--- src/hw/opcode_decode_map.vh ---
// Constants for the first-byte decoder and execution-state accounting
`ifndef OPCODE_DECODE_MAP_VH
`define OPCODE_DECODE_MAP_VH

// Operation classes reported on opClass
`define CLS_OTHER        4'h0
`define CLS_NOP          4'h1
`define CLS_SLEEP        4'h2
`define CLS_BRANCH       4'h3
`define CLS_CALL         4'h4
`define CLS_XFER_REG     4'h5
`define CLS_XFER_IND     4'h6
`define CLS_XFER_STACK   4'h7
`define CLS_XFER_DISP    4'h8
`define CLS_XFER_ABS     4'h9
`define CLS_XFER_IMM     4'ha
`define CLS_BIT_REG      4'hb
`define CLS_BIT_MEM      4'hc
`define CLS_BIT_SHARED   4'hd

// First-byte codes and code groups
`define OPC_NOP          8'h00
`define OPC_SLEEP        8'h01
`define OPC_XFER_REG_B   8'h0c
`define OPC_XFER_REG_W   8'h0d
`define OPC_BRANCH_HI    4'h4
`define OPC_CALL_REG     8'h5d
`define OPC_CALL_ABS     8'h5e
`define OPC_CALL_IND     8'h5f
`define OPC_BIT_SET_REG  8'h70
`define OPC_BIT_MEM_REGA 8'h7d
`define OPC_BIT_MEM_ABS  8'h7f
`define OPC_LOAD_ABS8_HI 4'h2
`define OPC_STOR_ABS8_HI 4'h3
`define OPC_XFER_IMM_HI  4'hf
`define OPC_XFER_GRP_HI  4'h6
`define OPC_SHARED_HI    4'h6
`define OPC_SHARED_LO    4'h7

// Cycle-type indices
`define CYC_FETCH        3'h0
`define CYC_BRANCH_RD    3'h1
`define CYC_STACK        3'h2
`define CYC_BYTE         3'h3
`define CYC_WORD         3'h4
`define CYC_INTERNAL     3'h5

// State costs per cycle
`define COST_MEM         2'h2
`define COST_INTERNAL    2'h1
`define COST_PERI_FAST   2'h2
`define COST_PERI_SLOW   2'h3
`define COST_PERI_WORD   2'h2

// Cycle counts used by the decoder
`define CNT_ZERO         2'h0
`define CNT_ONE          2'h1
`define CNT_TWO          2'h2

`endif

--- src/hw/state_cost_table.v ---
// State cost of one cycle type by access location
`timescale 1ns/10ps
`default_nettype none
`include "opcode_decode_map.vh"

module state_cost_table
(
    input  wire [2:0] cycleType,
    input  wire       toPeripheral,
    input  wire       slowPeripheral,
    output reg  [1:0] stateCost
);

    // Memory cycles cost 2, internal 1; peripheral data access 2 or 3
    always @*
    begin
        case (cycleType)
            `CYC_FETCH:     stateCost = `COST_MEM;
            `CYC_BRANCH_RD: stateCost = `COST_MEM;
            `CYC_STACK:     stateCost = `COST_MEM;
            `CYC_BYTE:      stateCost = toPeripheral ?
                                (slowPeripheral ? `COST_PERI_SLOW : `COST_PERI_FAST) : `COST_MEM;
            `CYC_WORD:      stateCost = toPeripheral ? `COST_PERI_WORD : `COST_MEM;
            `CYC_INTERNAL:  stateCost = `COST_INTERNAL;
            default:        stateCost = `COST_MEM;
        endcase
    end

endmodule
`default_nettype wire

--- src/hw/opcode_decode_state_timing.v ---
// First-byte opcode decoder with per-instruction execution-state accounting
//
// Function
// - The operation class comes from bits 15 to 8 of the first instruction word.
// - Where one first-byte code serves two groups, bit 7 of the first word picks the group, 0 one and 1 the other.
// - Push and pop have no codes of their own and decode as the matching data-transfer encodings.
// - Total states are the sum over six cycle types of cycle count times state cost.
// - The state cost of a cycle depends on whether it goes to on-chip memory or a peripheral module.
// - An instruction fetch from on-chip memory costs 2 states.
// - A branch-address read and a stack operation to on-chip memory each cost 2 states.
// - A byte access to a peripheral module costs 2 or 3 states depending on the module.
// - Bit-set on a memory operand takes two fetches and two byte accesses, read then write-back.
`timescale 1ns/10ps
`default_nettype none
`include "opcode_decode_map.vh"

module opcode_decode_state_timing
(
    input  wire        clk_sys,
    input  wire        reset_n,
    input  wire [15:0] instrWord,
    input  wire        instrValid,
    input  wire        dataToPeripheral,
    input  wire        slowPeripheral,
    output reg         decodeReady,
    output reg  [3:0]  opClass,
    output reg         groupSelect,
    output reg         storeDirection,
    output reg  [11:0] cycleCounts,
    output reg  [7:0]  totalStates,
    output reg         resultValid
);

    // One-hot sequencer states
    localparam [2:0] ST_IDLE   = 3'b001;
    localparam [2:0] ST_WEIGHT = 3'b010;
    localparam [2:0] ST_DONE   = 3'b100;

    reg  [2:0]  state;
    reg  [2:0]  next_state;
    reg         heldPeripheral;
    reg         heldSlow;
    wire        takeReq;
    wire [7:0]  firstByte;
    wire        pickBit;
    wire [11:0] next_counts;
    wire [3:0]  next_class;
    wire [23:0] stateCosts;
    wire [7:0]  costSum;
    wire [7:0]  partial [0:6];

    // First byte picks the class, bit 7 of the word the group
    assign firstByte = instrWord[15:8];
    assign pickBit   = instrWord[7];

    // Class of the first byte
    function [3:0] classOf;
        input [7:0] fb;
        begin
            if (fb == `OPC_NOP)
                classOf = `CLS_NOP;
            else if (fb == `OPC_SLEEP)
                classOf = `CLS_SLEEP;
            else if (fb == `OPC_XFER_REG_B || fb == `OPC_XFER_REG_W)
                classOf = `CLS_XFER_REG;
            else if (fb[7:4] == `OPC_BRANCH_HI)
                classOf = `CLS_BRANCH;
            else if (fb == `OPC_CALL_REG || fb == `OPC_CALL_ABS || fb == `OPC_CALL_IND)
                classOf = `CLS_CALL;
            else if (fb == `OPC_BIT_SET_REG)
                classOf = `CLS_BIT_REG;
            else if (fb == `OPC_BIT_MEM_REGA || fb == `OPC_BIT_MEM_ABS)
                classOf = `CLS_BIT_MEM;
            else if (fb[7:4] == `OPC_LOAD_ABS8_HI || fb[7:4] == `OPC_STOR_ABS8_HI)
                classOf = `CLS_XFER_ABS;
            else if (fb[7:4] == `OPC_XFER_IMM_HI)
                classOf = `CLS_XFER_IMM;
            else if (fb[7:4] == `OPC_XFER_GRP_HI && fb[3])
            begin
                // Indirect, absolute, stack and displacement transfers
                case (fb[2:1])
                    2'h0:    classOf = `CLS_XFER_IND;
                    2'h1:    classOf = `CLS_XFER_ABS;
                    2'h2:    classOf = `CLS_XFER_STACK;
                    default: classOf = `CLS_XFER_DISP;
                endcase
            end
            else if (fb[7:4] == `OPC_SHARED_HI || fb[7:4] == `OPC_SHARED_LO)
                classOf = `CLS_BIT_SHARED;
            else
                classOf = `CLS_OTHER;
        end
    endfunction

    // Cycle counts packed {N,M,L,K,J,I}, two bits each
    function [11:0] countsOf;
        input [3:0] cls;
        input [7:0] fb;
        reg         isWord;
        begin
            isWord = fb[0];
            countsOf = {`CNT_ZERO, `CNT_ZERO, `CNT_ZERO, `CNT_ZERO, `CNT_ZERO, `CNT_ONE};
            // Default is a single fetch; each class below overrides it
            case (cls)
                `CLS_BRANCH:
                    countsOf = {`CNT_ZERO, `CNT_ZERO, `CNT_ZERO, `CNT_ZERO, `CNT_ZERO, `CNT_TWO};
                `CLS_CALL:
                begin
                    if (fb == `OPC_CALL_REG)
                        countsOf = {`CNT_ZERO, `CNT_ZERO, `CNT_ZERO, `CNT_ONE, `CNT_ZERO, `CNT_TWO};
                    else if (fb == `OPC_CALL_ABS)
                        countsOf = {`CNT_TWO, `CNT_ZERO, `CNT_ZERO, `CNT_ONE, `CNT_ZERO, `CNT_TWO};
                    else
                        countsOf = {`CNT_ZERO, `CNT_ZERO, `CNT_ZERO, `CNT_ONE, `CNT_ONE, `CNT_TWO};
                end
                `CLS_BIT_MEM:
                    countsOf = {`CNT_ZERO, `CNT_ZERO, `CNT_TWO, `CNT_ZERO, `CNT_ZERO, `CNT_TWO};
                `CLS_XFER_IND:
                    countsOf = isWord ? {`CNT_ZERO, `CNT_ONE, `CNT_ZERO, `CNT_ZERO, `CNT_ZERO, `CNT_ONE}
                                      : {`CNT_ZERO, `CNT_ZERO, `CNT_ONE, `CNT_ZERO, `CNT_ZERO, `CNT_ONE};
                `CLS_XFER_STACK:
                    // Push/pop share these post-increment/pre-decrement forms
                    countsOf = isWord ? {`CNT_TWO, `CNT_ONE, `CNT_ZERO, `CNT_ZERO, `CNT_ZERO, `CNT_ONE}
                                      : {`CNT_TWO, `CNT_ZERO, `CNT_ONE, `CNT_ZERO, `CNT_ZERO, `CNT_ONE};
                `CLS_XFER_DISP:
                    countsOf = isWord ? {`CNT_ZERO, `CNT_ONE, `CNT_ZERO, `CNT_ZERO, `CNT_ZERO, `CNT_TWO}
                                      : {`CNT_ZERO, `CNT_ZERO, `CNT_ONE, `CNT_ZERO, `CNT_ZERO, `CNT_TWO};
                `CLS_XFER_ABS:
                begin
                    if (fb[7:4] == `OPC_XFER_GRP_HI)
                        countsOf = isWord ? {`CNT_ZERO, `CNT_ONE, `CNT_ZERO, `CNT_ZERO, `CNT_ZERO, `CNT_TWO}
                                          : {`CNT_ZERO, `CNT_ZERO, `CNT_ONE, `CNT_ZERO, `CNT_ZERO, `CNT_TWO};
                    else
                        countsOf = {`CNT_ZERO, `CNT_ZERO, `CNT_ONE, `CNT_ZERO, `CNT_ZERO, `CNT_ONE};
                end
                default:
                    countsOf = {`CNT_ZERO, `CNT_ZERO, `CNT_ZERO, `CNT_ZERO, `CNT_ZERO, `CNT_ONE};
            endcase
        end
    endfunction

    assign next_class  = classOf(firstByte);
    assign next_counts = countsOf(next_class, firstByte);

    // Per-type state cost and weighted sum
    assign partial[0] = 8'h00;
    genvar t;
    generate
        for (t = 0; t < 6; t = t + 1)
        begin : g_weight
            // Cycle-type index of this stage, cut to the port width
            localparam integer TYPE_NUM = t;
            wire [3:0] weighted;
            state_cost_table u_cost
            (
                .cycleType      (TYPE_NUM[2:0]),
                .toPeripheral   (heldPeripheral),
                .slowPeripheral (heldSlow),
                .stateCost      (stateCosts[2*t+1:2*t])
            );
            // Widen both factors first so that a count of 3 at cost 3 (9) keeps all four bits
            assign weighted     = {2'b00, cycleCounts[2*t+1:2*t]} * {2'b00, stateCosts[2*t+1:2*t]};
            assign partial[t+1] = partial[t] + {4'h0, weighted};
        end
    endgenerate
    assign costSum = partial[6];

    // A strobe is taken only while idle; in other states it is ignored
    assign takeReq = (state == ST_IDLE) && instrValid;

    // Sequencer next state
    always @*
    begin
        case (state)
            ST_IDLE:   next_state = takeReq ? ST_WEIGHT : ST_IDLE;
            ST_WEIGHT: next_state = ST_DONE;
            ST_DONE:   next_state = ST_IDLE;
            default:   next_state = ST_IDLE;
        endcase
    end

    // Decode capture, weighting and result
    always @(posedge clk_sys or negedge reset_n)
    begin
        if (!reset_n)
        begin
            // Idle and ready, no result pending
            state          <= ST_IDLE;
            decodeReady    <= 1'b1;
            opClass        <= `CLS_OTHER;
            groupSelect    <= 1'b0;
            storeDirection <= 1'b0;
            cycleCounts    <= 12'h000;
            totalStates    <= 8'h00;
            resultValid    <= 1'b0;
            heldPeripheral <= 1'b0;
            heldSlow       <= 1'b0;
        end
        else
        begin
            // Ready mirrors the idle state; the result flag pulses for one cycle
            state       <= next_state;
            decodeReady <= (next_state == ST_IDLE);
            resultValid <= (state == ST_WEIGHT);
            if (takeReq)
            begin
                opClass        <= next_class;
                groupSelect    <= (next_class == `CLS_BIT_SHARED) ? pickBit : 1'b0;
                storeDirection <= (firstByte[7:4] == `OPC_STOR_ABS8_HI) ||
                                  ((firstByte[7:4] == `OPC_XFER_GRP_HI) && firstByte[3] && pickBit);
                cycleCounts    <= next_counts;
                heldPeripheral <= dataToPeripheral;
                heldSlow       <= slowPeripheral;
            end
            // Total is taken once the held counts and location selects have settled
            if (state == ST_WEIGHT)
                totalStates <= costSum;
        end
    end

endmodule
`default_nettype wire

--- config.mk ---
export PLATFORM = sky130hd
export DESIGN_NAME = opcode_decode_state_timing
export DESIGN_NICKNAME = d
export VERILOG_FILES = /design/src/hw/state_cost_table.v /design/src/hw/opcode_decode_state_timing.v
export VERILOG_INCLUDE_DIRS = /design/src /design/src/hw
export SDC_FILE = /design/constraint.sdc
export NUM_CORES = 1
export LEC_CHECK = 0
export BUFFER_PORTS_ARGS = -buffer_cell sky130_fd_sc_hd__buf_2
export CAP_MARGIN = 10
export CORE_ASPECT_RATIO = 0.6
export CORE_MARGIN = 1
export CORE_UTILIZATION = 55
export DETAILED_ROUTE_END_ITERATION = 7
export PLACE_DENSITY = 0.92
export SLEW_MARGIN = 5
export SYNTH_ARGS = -nofsm -noshare
export SYNTH_HDL_FRONTEND = slang
export SYNTH_HIERARCHICAL = 1
export SYNTH_SLANG_ARGS = --single-unit
--- constraint.sdc ---
create_clock -name clk_sys -period 4.2 [get_ports clk_sys]
set_clock_uncertainty 0.1 [all_clocks]
set_input_delay 0.63 -clock clk_sys [delete_from_list [all_inputs] [get_ports clk_sys]]
set_output_delay 0.63 -clock clk_sys [all_outputs]
set_load 0.05 [all_outputs]
==> impl_results.md, run 1 <==
- Final routed wirelength across all metal layers: 4670 µm
- R2R Setup Slk: 390 ps
- Cell accounting for the most synthesized area: sky130_fd_sc_hd__dfrtp_1
- Number of global-route vias before repair: between 1500 and 2000
- Clock input transition at the sequential cells of the worst setup and hold paths: 90 ps
- Finished Cell Area: 2620 µm²
- Final Wtd Congestion: 0.847
- Largest family of logic cells by synthesized area: simple AND/OR/NAND/NOR gates
- Area share of fa/ha/maj cells after synthesis: 0.189
- CP dominant cell by count: sky130_fd_sc_hd__fa_1
- Fraction of the mapped netlist area in compound gates: 0.142
- Power per unit of standard cell area: 470 nW/µm²
- Placed insts: 359
- Share of Yosys cell area claimed by the top area cell type: 0.272
- Pre-Repair DR Iteration Count: 6
- Fin. Hold Viols: 0
- Width of the die: 83.9 µm
- Die boundary height: 51.1 µm
- DR iter-0 viols: 51
- Post-Synthesis Mean Instance Area: 9.33 µm²
- Cells along the critical path: nand4b_1 -> a21boi_1 -> and2_1 -> ha_1 -> ha_1 -> inv_1 -> fa_1 -> fa_1 -> fa_1 -> inv_1 -> fa_1 -> mux2_2
- Min cycle time layout: 3810 ps
- Final Core Density: 0.695
- Aggregate negative setup slack: 0 ps
- Core area: 3760 µm²
- Post-synthesis xor/xnor area fraction: 0.00792
- Wire length of the first global-routing pass: 7650 µm
- Fin worst setup slack: just under 400 ps
- Final setup fails: 0
- Sort of element at the start of the critical path: flop
- Top_reg_cell synth: sky130_fd_sc_hd__dfrtp_1
- Timing-limited maximum frequency: approximately 260 MHz
- Worst Hold Slack: 231 ps
- MaxCap Viol Count: 0
- Mux contribution to synthesized area: 0.0249
- Pin count of the biggest net entering global routing: 27
- Clk sink count: 26
- Violated checks: DRC
- Final Max Tran Viols: 0
- Worst Setup Slack post-DPL: 389 ps
- Fraction of registers with async set/reset: 1.00
- Unique masters post-synth: 54
- Setup repair after global routing missed its margin: false
- Post-synthesis share of cell area spent on and, or, nand and nor gates: 0.254
- Number of enable-type register cells in the synthesized netlist: 0
- Post-CTS Setup Inserts: 0
- Slowest-stage cell, CP: sky130_fd_sc_hd__fa_1
- Start point of the critical path: heldSlow$_DFFE_PN0P_
- CTS tree: done
- Run status: complete, but fails checks
- Fraction of final layout cells sized beyond drive strength 1: 0.180
- Number of synthesis warnings: 6
- Maximum buffer depth of the clock tree: 2
- Post-layout net count: 366
- Avg WL per Cell: between 10 and 15 µm
- Final Instance Count excl. Fillers: 363
- Starting utilization of the core area: 0.587
- Power consumption: 1.23 mW
- CP Max Fanout: 2
- Overflow left after global routing: 0
- Leakage Power: 1.38 nW
- Share of the clock period used by the worst path: 0.906
- Longest individual stage delay on the worst path: 510 ps
- PortBufs: 35
- Clk root buf: sky130_fd_sc_hd__clkbuf_8
- Count of state elements after synthesis: 26
- Mapped Area: 2210 µm²
- Number of antenna-violating nets in the routed design: 0
- Transition time of the tightest slew-check pin: 559 ps
- Total vias in the final route: roughly 1800
- WP data required: 4260 ps
- CP Data Arrival Time: 3870 ps
- Filler instances: 282
- R2R Path Start: heldSlow$_DFFE_PN0P_
- Initial antenna violation count: 0
- Number of instances resized during post-cts repair: 0
- Detail-routed via count per cell: between 5 and 6
- Hold/Removal Path Class: primary input to async pin
- Cell area reported after detailed placement: 2560 µm²
- Max-Slew Margin vs Limit: 0.627
- Register area share after synthesis: 0.295
- Area growth, synth to finish: 18.3%
- Synth top area cells: sky130_fd_sc_hd__dfrtp_1, sky130_fd_sc_hd__ha_1, sky130_fd_sc_hd__fa_1, sky130_fd_sc_hd__nand2_1, sky130_fd_sc_hd__and2_1
- IR Drop Worst-Case VDD: 0.392 mV
- Endpoint class of the critical path: flop
- Clock latency at the later pin of the worst-skew pair: 270 ps
- CTS H-tree lvls: 1
- Total I/O pin count: 49
- Die Outline Area: 4290 µm²
- Half-perimeter wire length after placement: roughly 3800 µm
- Number of instances in the synthesized netlist: 237
- Number of diodes added for antenna fixing: 0
- TritonCTS Buffers: 3
- Number of hold buffers added after CTS: 0
- Placement row count: 17
- Worst Path Class, Setup: flop to flop
- Global Route Usage Sum: 0.233
- Count of unresolved DRC violations after routing: 4
## registers in the layout, indices dropped and copies added, names as in the netlist
name            cells
cycleCounts         8
totalStates         6
opClass             4
state               2
decodeReady         1
groupSelect         1
heldPeripheral      1
heldSlow            1
resultValid         1
storeDirection      1
## logic make-up (layout without fill, tap and decap cells)
family,count (synthesis),after routing
AO/OA/AOI/OAI,42,42
XOR/XNOR,2,2
adder cells (fa/ha/maj),28,28
buffers and inverters,36,63
flip-flops,26,26
multiplexers,5,5
other,2,54
AND/OR/NAND/NOR,96,96
## layout make-up
type                    instances  area, µm²  area share
multi-input cells             227       1570       0.600
flip-flops and latches         26        653       0.250
repair buffers                 39        205      0.0785
inverters                      20       75.1      0.0287
well taps                      47       58.8      0.0225
clock buffers                   4       55.1      0.0211
## cell usage in the layout, fill, tap and decap left out, types with 5 or more instances in the layout
cell type and instances:
sky130_fd_sc_hd__conb_1 54, sky130_fd_sc_hd__buf_2 35, sky130_fd_sc_hd__nand2_1 28, sky130_fd_sc_hd__dfrtp_1 24, sky130_fd_sc_hd__inv_1 20, sky130_fd_sc_hd__ha_1 19
sky130_fd_sc_hd__and2_1 14, sky130_fd_sc_hd__nor2_1 11, sky130_fd_sc_hd__o21ai_0 9, sky130_fd_sc_hd__fa_1 9, sky130_fd_sc_hd__nand2b_1 8, sky130_fd_sc_hd__nand3_1 7
sky130_fd_sc_hd__nand4b_1 6, sky130_fd_sc_hd__a21boi_1 6, sky130_fd_sc_hd__nand3b_1 6, sky130_fd_sc_hd__a21oi_1 5
## metal layers
layer,vias up,GRT usage,part of all wire
li1,917,-,-
met1,872,0.300,0.45
met2,47,0.404,0.50
met3,7,0.0501,0.043
met4,0,0.0632,0.010
met5,-,0,0
## worst max-delay path: cells and delay by family (launching register included)
kind,cells,cell delay [ps]
AND/OR/NAND/NOR,2,250
AO/OA/AOI/OAI,1,160
buffers and inverters,2,120
flip-flops,1,360
adder cells (fa/ha/maj),6,2400
multiplexers,1,300
## synthesized netlist by cell type (2+ instances only)
master / instances
sky130_fd_sc_hd__dfstp_2: 2
sky130_fd_sc_hd__nand2_1: 28
sky130_fd_sc_hd__o211ai_1: 3
sky130_fd_sc_hd__a21boi_1: 6
sky130_fd_sc_hd__clkbuf_1: 5
sky130_fd_sc_hd__conb_1: 2
sky130_fd_sc_hd__nand2b_1: 8
sky130_fd_sc_hd__dfrtp_1: 24
sky130_fd_sc_hd__nand4bb_1: 2
sky130_fd_sc_hd__and2_1: 14
sky130_fd_sc_hd__nand3_1: 7
sky130_fd_sc_hd__xnor2_1: 2
sky130_fd_sc_hd__o211a_1: 2
sky130_fd_sc_hd__mux2_2: 4
sky130_fd_sc_hd__nor2b_1: 2
sky130_fd_sc_hd__o21ai_1: 2
sky130_fd_sc_hd__inv_1: 20
sky130_fd_sc_hd__a21oi_1: 5
sky130_fd_sc_hd__a22o_1: 2
sky130_fd_sc_hd__nand3b_1: 6
sky130_fd_sc_hd__buf_4: 7
sky130_fd_sc_hd__o21ai_0: 9
sky130_fd_sc_hd__fa_1: 9
sky130_fd_sc_hd__nor2_1: 11
sky130_fd_sc_hd__nand4b_1: 6
sky130_fd_sc_hd__ha_1: 19
sky130_fd_sc_hd__buf_6: 3
## worst paths after layout
| check | to | cells past startpoint |
|---|---|---|
| setup / recovery | totalStates[3]$_DFFE_PN0P_ | 12 |
| hold / removal | totalStates[3]$_DFFE_PN0P_ | 1 |
| setup reg to reg | totalStates[3]$_DFFE_PN0P_ | 12 |
| hold reg to reg | opClass[2]$_DFFE_PN0P_ | 2 |
| max in group asynchronous | decodeReady$_DFF_PN1_ | 1 |
| min in group clk_sys | opClass[2]$_DFFE_PN0P_ | 2 |
## where the power goes
group	total [mW]	switching, mW	internal [mW]
sequential	0.394	0.0543	0.340
clock	0.163	0.0788	0.0839
combinational	0.673	0.481	0.192
No activity file was read; power rests on OpenSTA's default activity.
==> run 2, diff against run 1 <==
--- a/config.mk
+++ b/config.mk
@@ -10,11 +10,13 @@
 export CAP_MARGIN = 10
 export CORE_ASPECT_RATIO = 0.6
 export CORE_MARGIN = 1
-export CORE_UTILIZATION = 55
+export CORE_UTILIZATION = 56
+export CTS_BUF_LIST = sky130_fd_sc_hd__clkbuf_8
 export DETAILED_ROUTE_END_ITERATION = 7
-export PLACE_DENSITY = 0.92
+export PLACE_DENSITY = 0.93
 export SLEW_MARGIN = 5
 export SYNTH_ARGS = -nofsm -noshare
 export SYNTH_HDL_FRONTEND = slang
 export SYNTH_HIERARCHICAL = 1
 export SYNTH_SLANG_ARGS = --single-unit
+export TNS_END_PERCENT = 30
==> impl_results.md, run 2 (synthesized netlist as in run 1, its figures left out) <==
- End of the worst register-to-register path: totalStates[4]$_DFFE_PN0P_
- CP Max Fanout: 2 (unchanged)
- Core area: 3720 µm² (-1.1%)
- Final Wtd Congestion: 0.829 (-2.0%)
- Net switching component of the power: 0.624 mW (+1.7%)
- Die boundary height: 50.7 µm (-0.86%)
- Transition time of the tightest slew-check pin: 557 ps (-2.27 ps)
- Clk sink count: 26 (unchanged)
- Global Route Usage Sum: 0.231 (-0.00129)
- CP Data Arrival Time: 3870 ps (about the same)
- Slowest-stage cell, CP: sky130_fd_sc_hd__fa_1
- Number of instances resized during post-cts repair: 0 (unchanged)
- Fin. Hold Viols: 0 (unchanged)
- DR iter-0 viols: 70 (+37%)
- Width of the die: 83.1 µm (-0.88%)
- Flop pwr share: 0.306 (-0.015)
- PortBufs: 35 (unchanged)
- Area growth, synth to finish: 19.0%
- Final setup fails: 0 (unchanged)
- Post-CTS Setup Inserts: 0 (unchanged)
- MaxCap Viol Count: 0 (unchanged)
- Min cycle time layout: 3810 ps (+1.90 ps)
- Max-Slew Margin vs Limit: 0.629 (+0.00151)
- Half-perimeter wire length after placement: 3800 µm (-0.68%)
- Most common cell after layout, fill and taps aside: sky130_fd_sc_hd__conb_1
- Clock latency at the later pin of the worst-skew pair: 280 ps (about the same)
- R2R Setup Slk: 390 ps (about the same)
- Pint: 0.661 mW (+7.4%)
- Aggregate negative setup slack: 0 ps (unchanged)
- Post-layout net count: 366 (unchanged)
- Number of flip-flops in the largest register: 8 (unchanged)
- Placement row count: 17 (unchanged)
- Total I/O pin count: 49 (unchanged)
- Area occupied by multi-input gates: 1570 µm² (unchanged)
- Power per unit of standard cell area: 488 nW/µm² (+3.9%)
- Clock network fraction of total power: 0.164 (+0.032)
- Run status: completed
- Longest individual stage delay on the worst path: 510 ps (about the same)
- Maximum buffer depth of the clock tree: 2 (unchanged)
- Cell area reported after detailed placement: 2560 µm² (unchanged)
- Initial antenna violation count: 0 (unchanged)
- Worst Hold Slack: 226 ps (-4.76 ps)
- Count of unresolved DRC violations after routing: 0 (-4)
- Number of global-route vias before repair: 1659 (-3.8%)
- Filler instances: 297 (+5.3%)
- Pre-Repair DR Iteration Count: 4 (-2)
- Fraction of final layout cells sized beyond drive strength 1: 0.180 (unchanged)
- Pin count of the biggest net entering global routing: 27 (unchanged)
- Hold/Removal Path Class: primary input to async pin
- Clk root buf: sky130_fd_sc_hd__clkbuf_8
- Number of antenna-violating nets in the routed design: 0 (unchanged)
- Most used cells in the layout excluding fill and tap cells: sky130_fd_sc_hd__conb_1, sky130_fd_sc_hd__buf_2, sky130_fd_sc_hd__nand2_1
- CTS H-tree lvls: 1 (unchanged)
- CP dominant cell by count: sky130_fd_sc_hd__fa_1
- CTS tree: done
- Finished Cell Area: 2630 µm² (+0.62%)
- TritonCTS Buffers: 3 (unchanged)
- Registers with the highest flip-flop counts: cycleCounts (8), totalStates (6), opClass (4)
- IR Drop Worst-Case VDD: 0.571 mV (+46%)
- Largest Register: cycleCounts
- Worst Path Class, Setup: flop to flop
- Timing-limited maximum frequency: 263 MHz (about the same)
- Clock input transition at the sequential cells of the worst setup and hold paths: 100 ps (about the same)
- Cells along the critical path: nand4b_1 -> a21boi_1 -> and2_1 -> ha_1 -> ha_1 -> inv_1 -> fa_1 -> fa_1 -> fa_1 -> inv_1 -> fa_1 -> xnor2_1 -> a21oi_1
- Sequential Area: 653 µm² (unchanged)
- Starting utilization of the core area: 0.594 (+0.00671)
- Detail-routed via count per cell: 5.19 (+2.3%)
- Overflow left after global routing: 0 (unchanged)
- WP data required: 4260 ps (about the same)
- Leakage Power: 1.39 nW (+0.50%)
- Sort of element at the start of the critical path: flop
- Avg WL per Cell: 12.7 µm (-1.0%)
- R2R Path Start: heldSlow$_DFFE_PN0P_
- Share of the clock period used by the worst path: 0.907 (about the same)
- Net Sw Frac: 0.485 (-0.0136)
- Total vias in the final route: 1885 (+2.3%)
- Wire length of the first global-routing pass: 7580 µm (-0.90%)
- Final Max Tran Viols: 0 (unchanged)
- Gate power share: 0.530 (-0.017)
- Final Core Density: 0.707 (+0.0123)
- Number of cell instances on the worst register-to-register path: 13 (+1)
- Number of diodes added for antenna fixing: 0 (unchanged)
- Die Outline Area: 4210 µm² (-1.7%)
- Endpoint class of the critical path: flop
- Final routed wirelength across all metal layers: 4630 µm (-1.0%)
- Number of hold buffers added after CTS: 0 (unchanged)
- Setup repair after global routing missed its margin: false
run 2: layout make-up:
cell class	count	share of cell area
timing repair buffer	39	0.0780
multi-input combinational	227	0.596
clock inverter	1	0.0114
sequential	26	0.248
inverter	20	0.0285
tap	47	0.0223
clock buffer	3	0.0157
run 2: worst max-delay path, delay by kind of cell (launching register included):
kind                       cells  cell delay (ps)
and+or+nand+nor                2              260
DFF                            1              360
AOI/OAI and AO/OA              2              280
xor gates and xnor gates       1              240
buffers and inverters          2              120
adders and majority gates      6             2340
run 2: worst max path at each step:
stage / startpoint / endpoint / slack [ps] / cells past startpoint
floorplan: cycleCounts[7]$_DFFE_PN0P_ / totalStates[3]$_DFFE_PN0P_ / 470 / 10
global placement: heldSlow$_DFFE_PN0P_ / totalStates[4]$_DFFE_PN0P_ / 500 / 13
detailed placement: heldSlow$_DFFE_PN0P_ / totalStates[4]$_DFFE_PN0P_ / 350 / 13
CTS: heldSlow$_DFFE_PN0P_ / totalStates[4]$_DFFE_PN0P_ / 360 / 13
global route: heldSlow$_DFFE_PN0P_ / totalStates[4]$_DFFE_PN0P_ / 200 / 13
finish: heldSlow$_DFFE_PN0P_ / totalStates[4]$_DFFE_PN0P_ / 390 / 13
run 2: layer usage:
layer	vias up	global-route usage	wire length, µm
met2	69	0.407	2260
met1	900	0.307	2020
met5	-	0	0
met3	4	0.0378	325
met4	0	0.0431	23
li1	912	-	-
run 2: power groups by stage:
stage | Sequential (mW) | Clock [mW] | Combinational, mW
detailed placement | 0.397 | 0 | 0.676
floorplan | 0.634 | 0 | 0.263
global route | 0.403 | 0.219 | 0.733
CTS | 0.393 | 0.209 | 0.681
finish | 0.394 | 0.210 | 0.681
global placement | 0.391 | 0 | 0.651
run 2: per-stage QoR:
stage          total power, mW  cells  setup slack (ps)
4_1_cts                   1.28    363               356
3_3_place_gp              1.04    359               497
3_5_place_dp              1.07    359               347
6_report                  1.29    363               392
2_1_floorplan            0.897    289               471
5_1_grt                   1.36    363               203
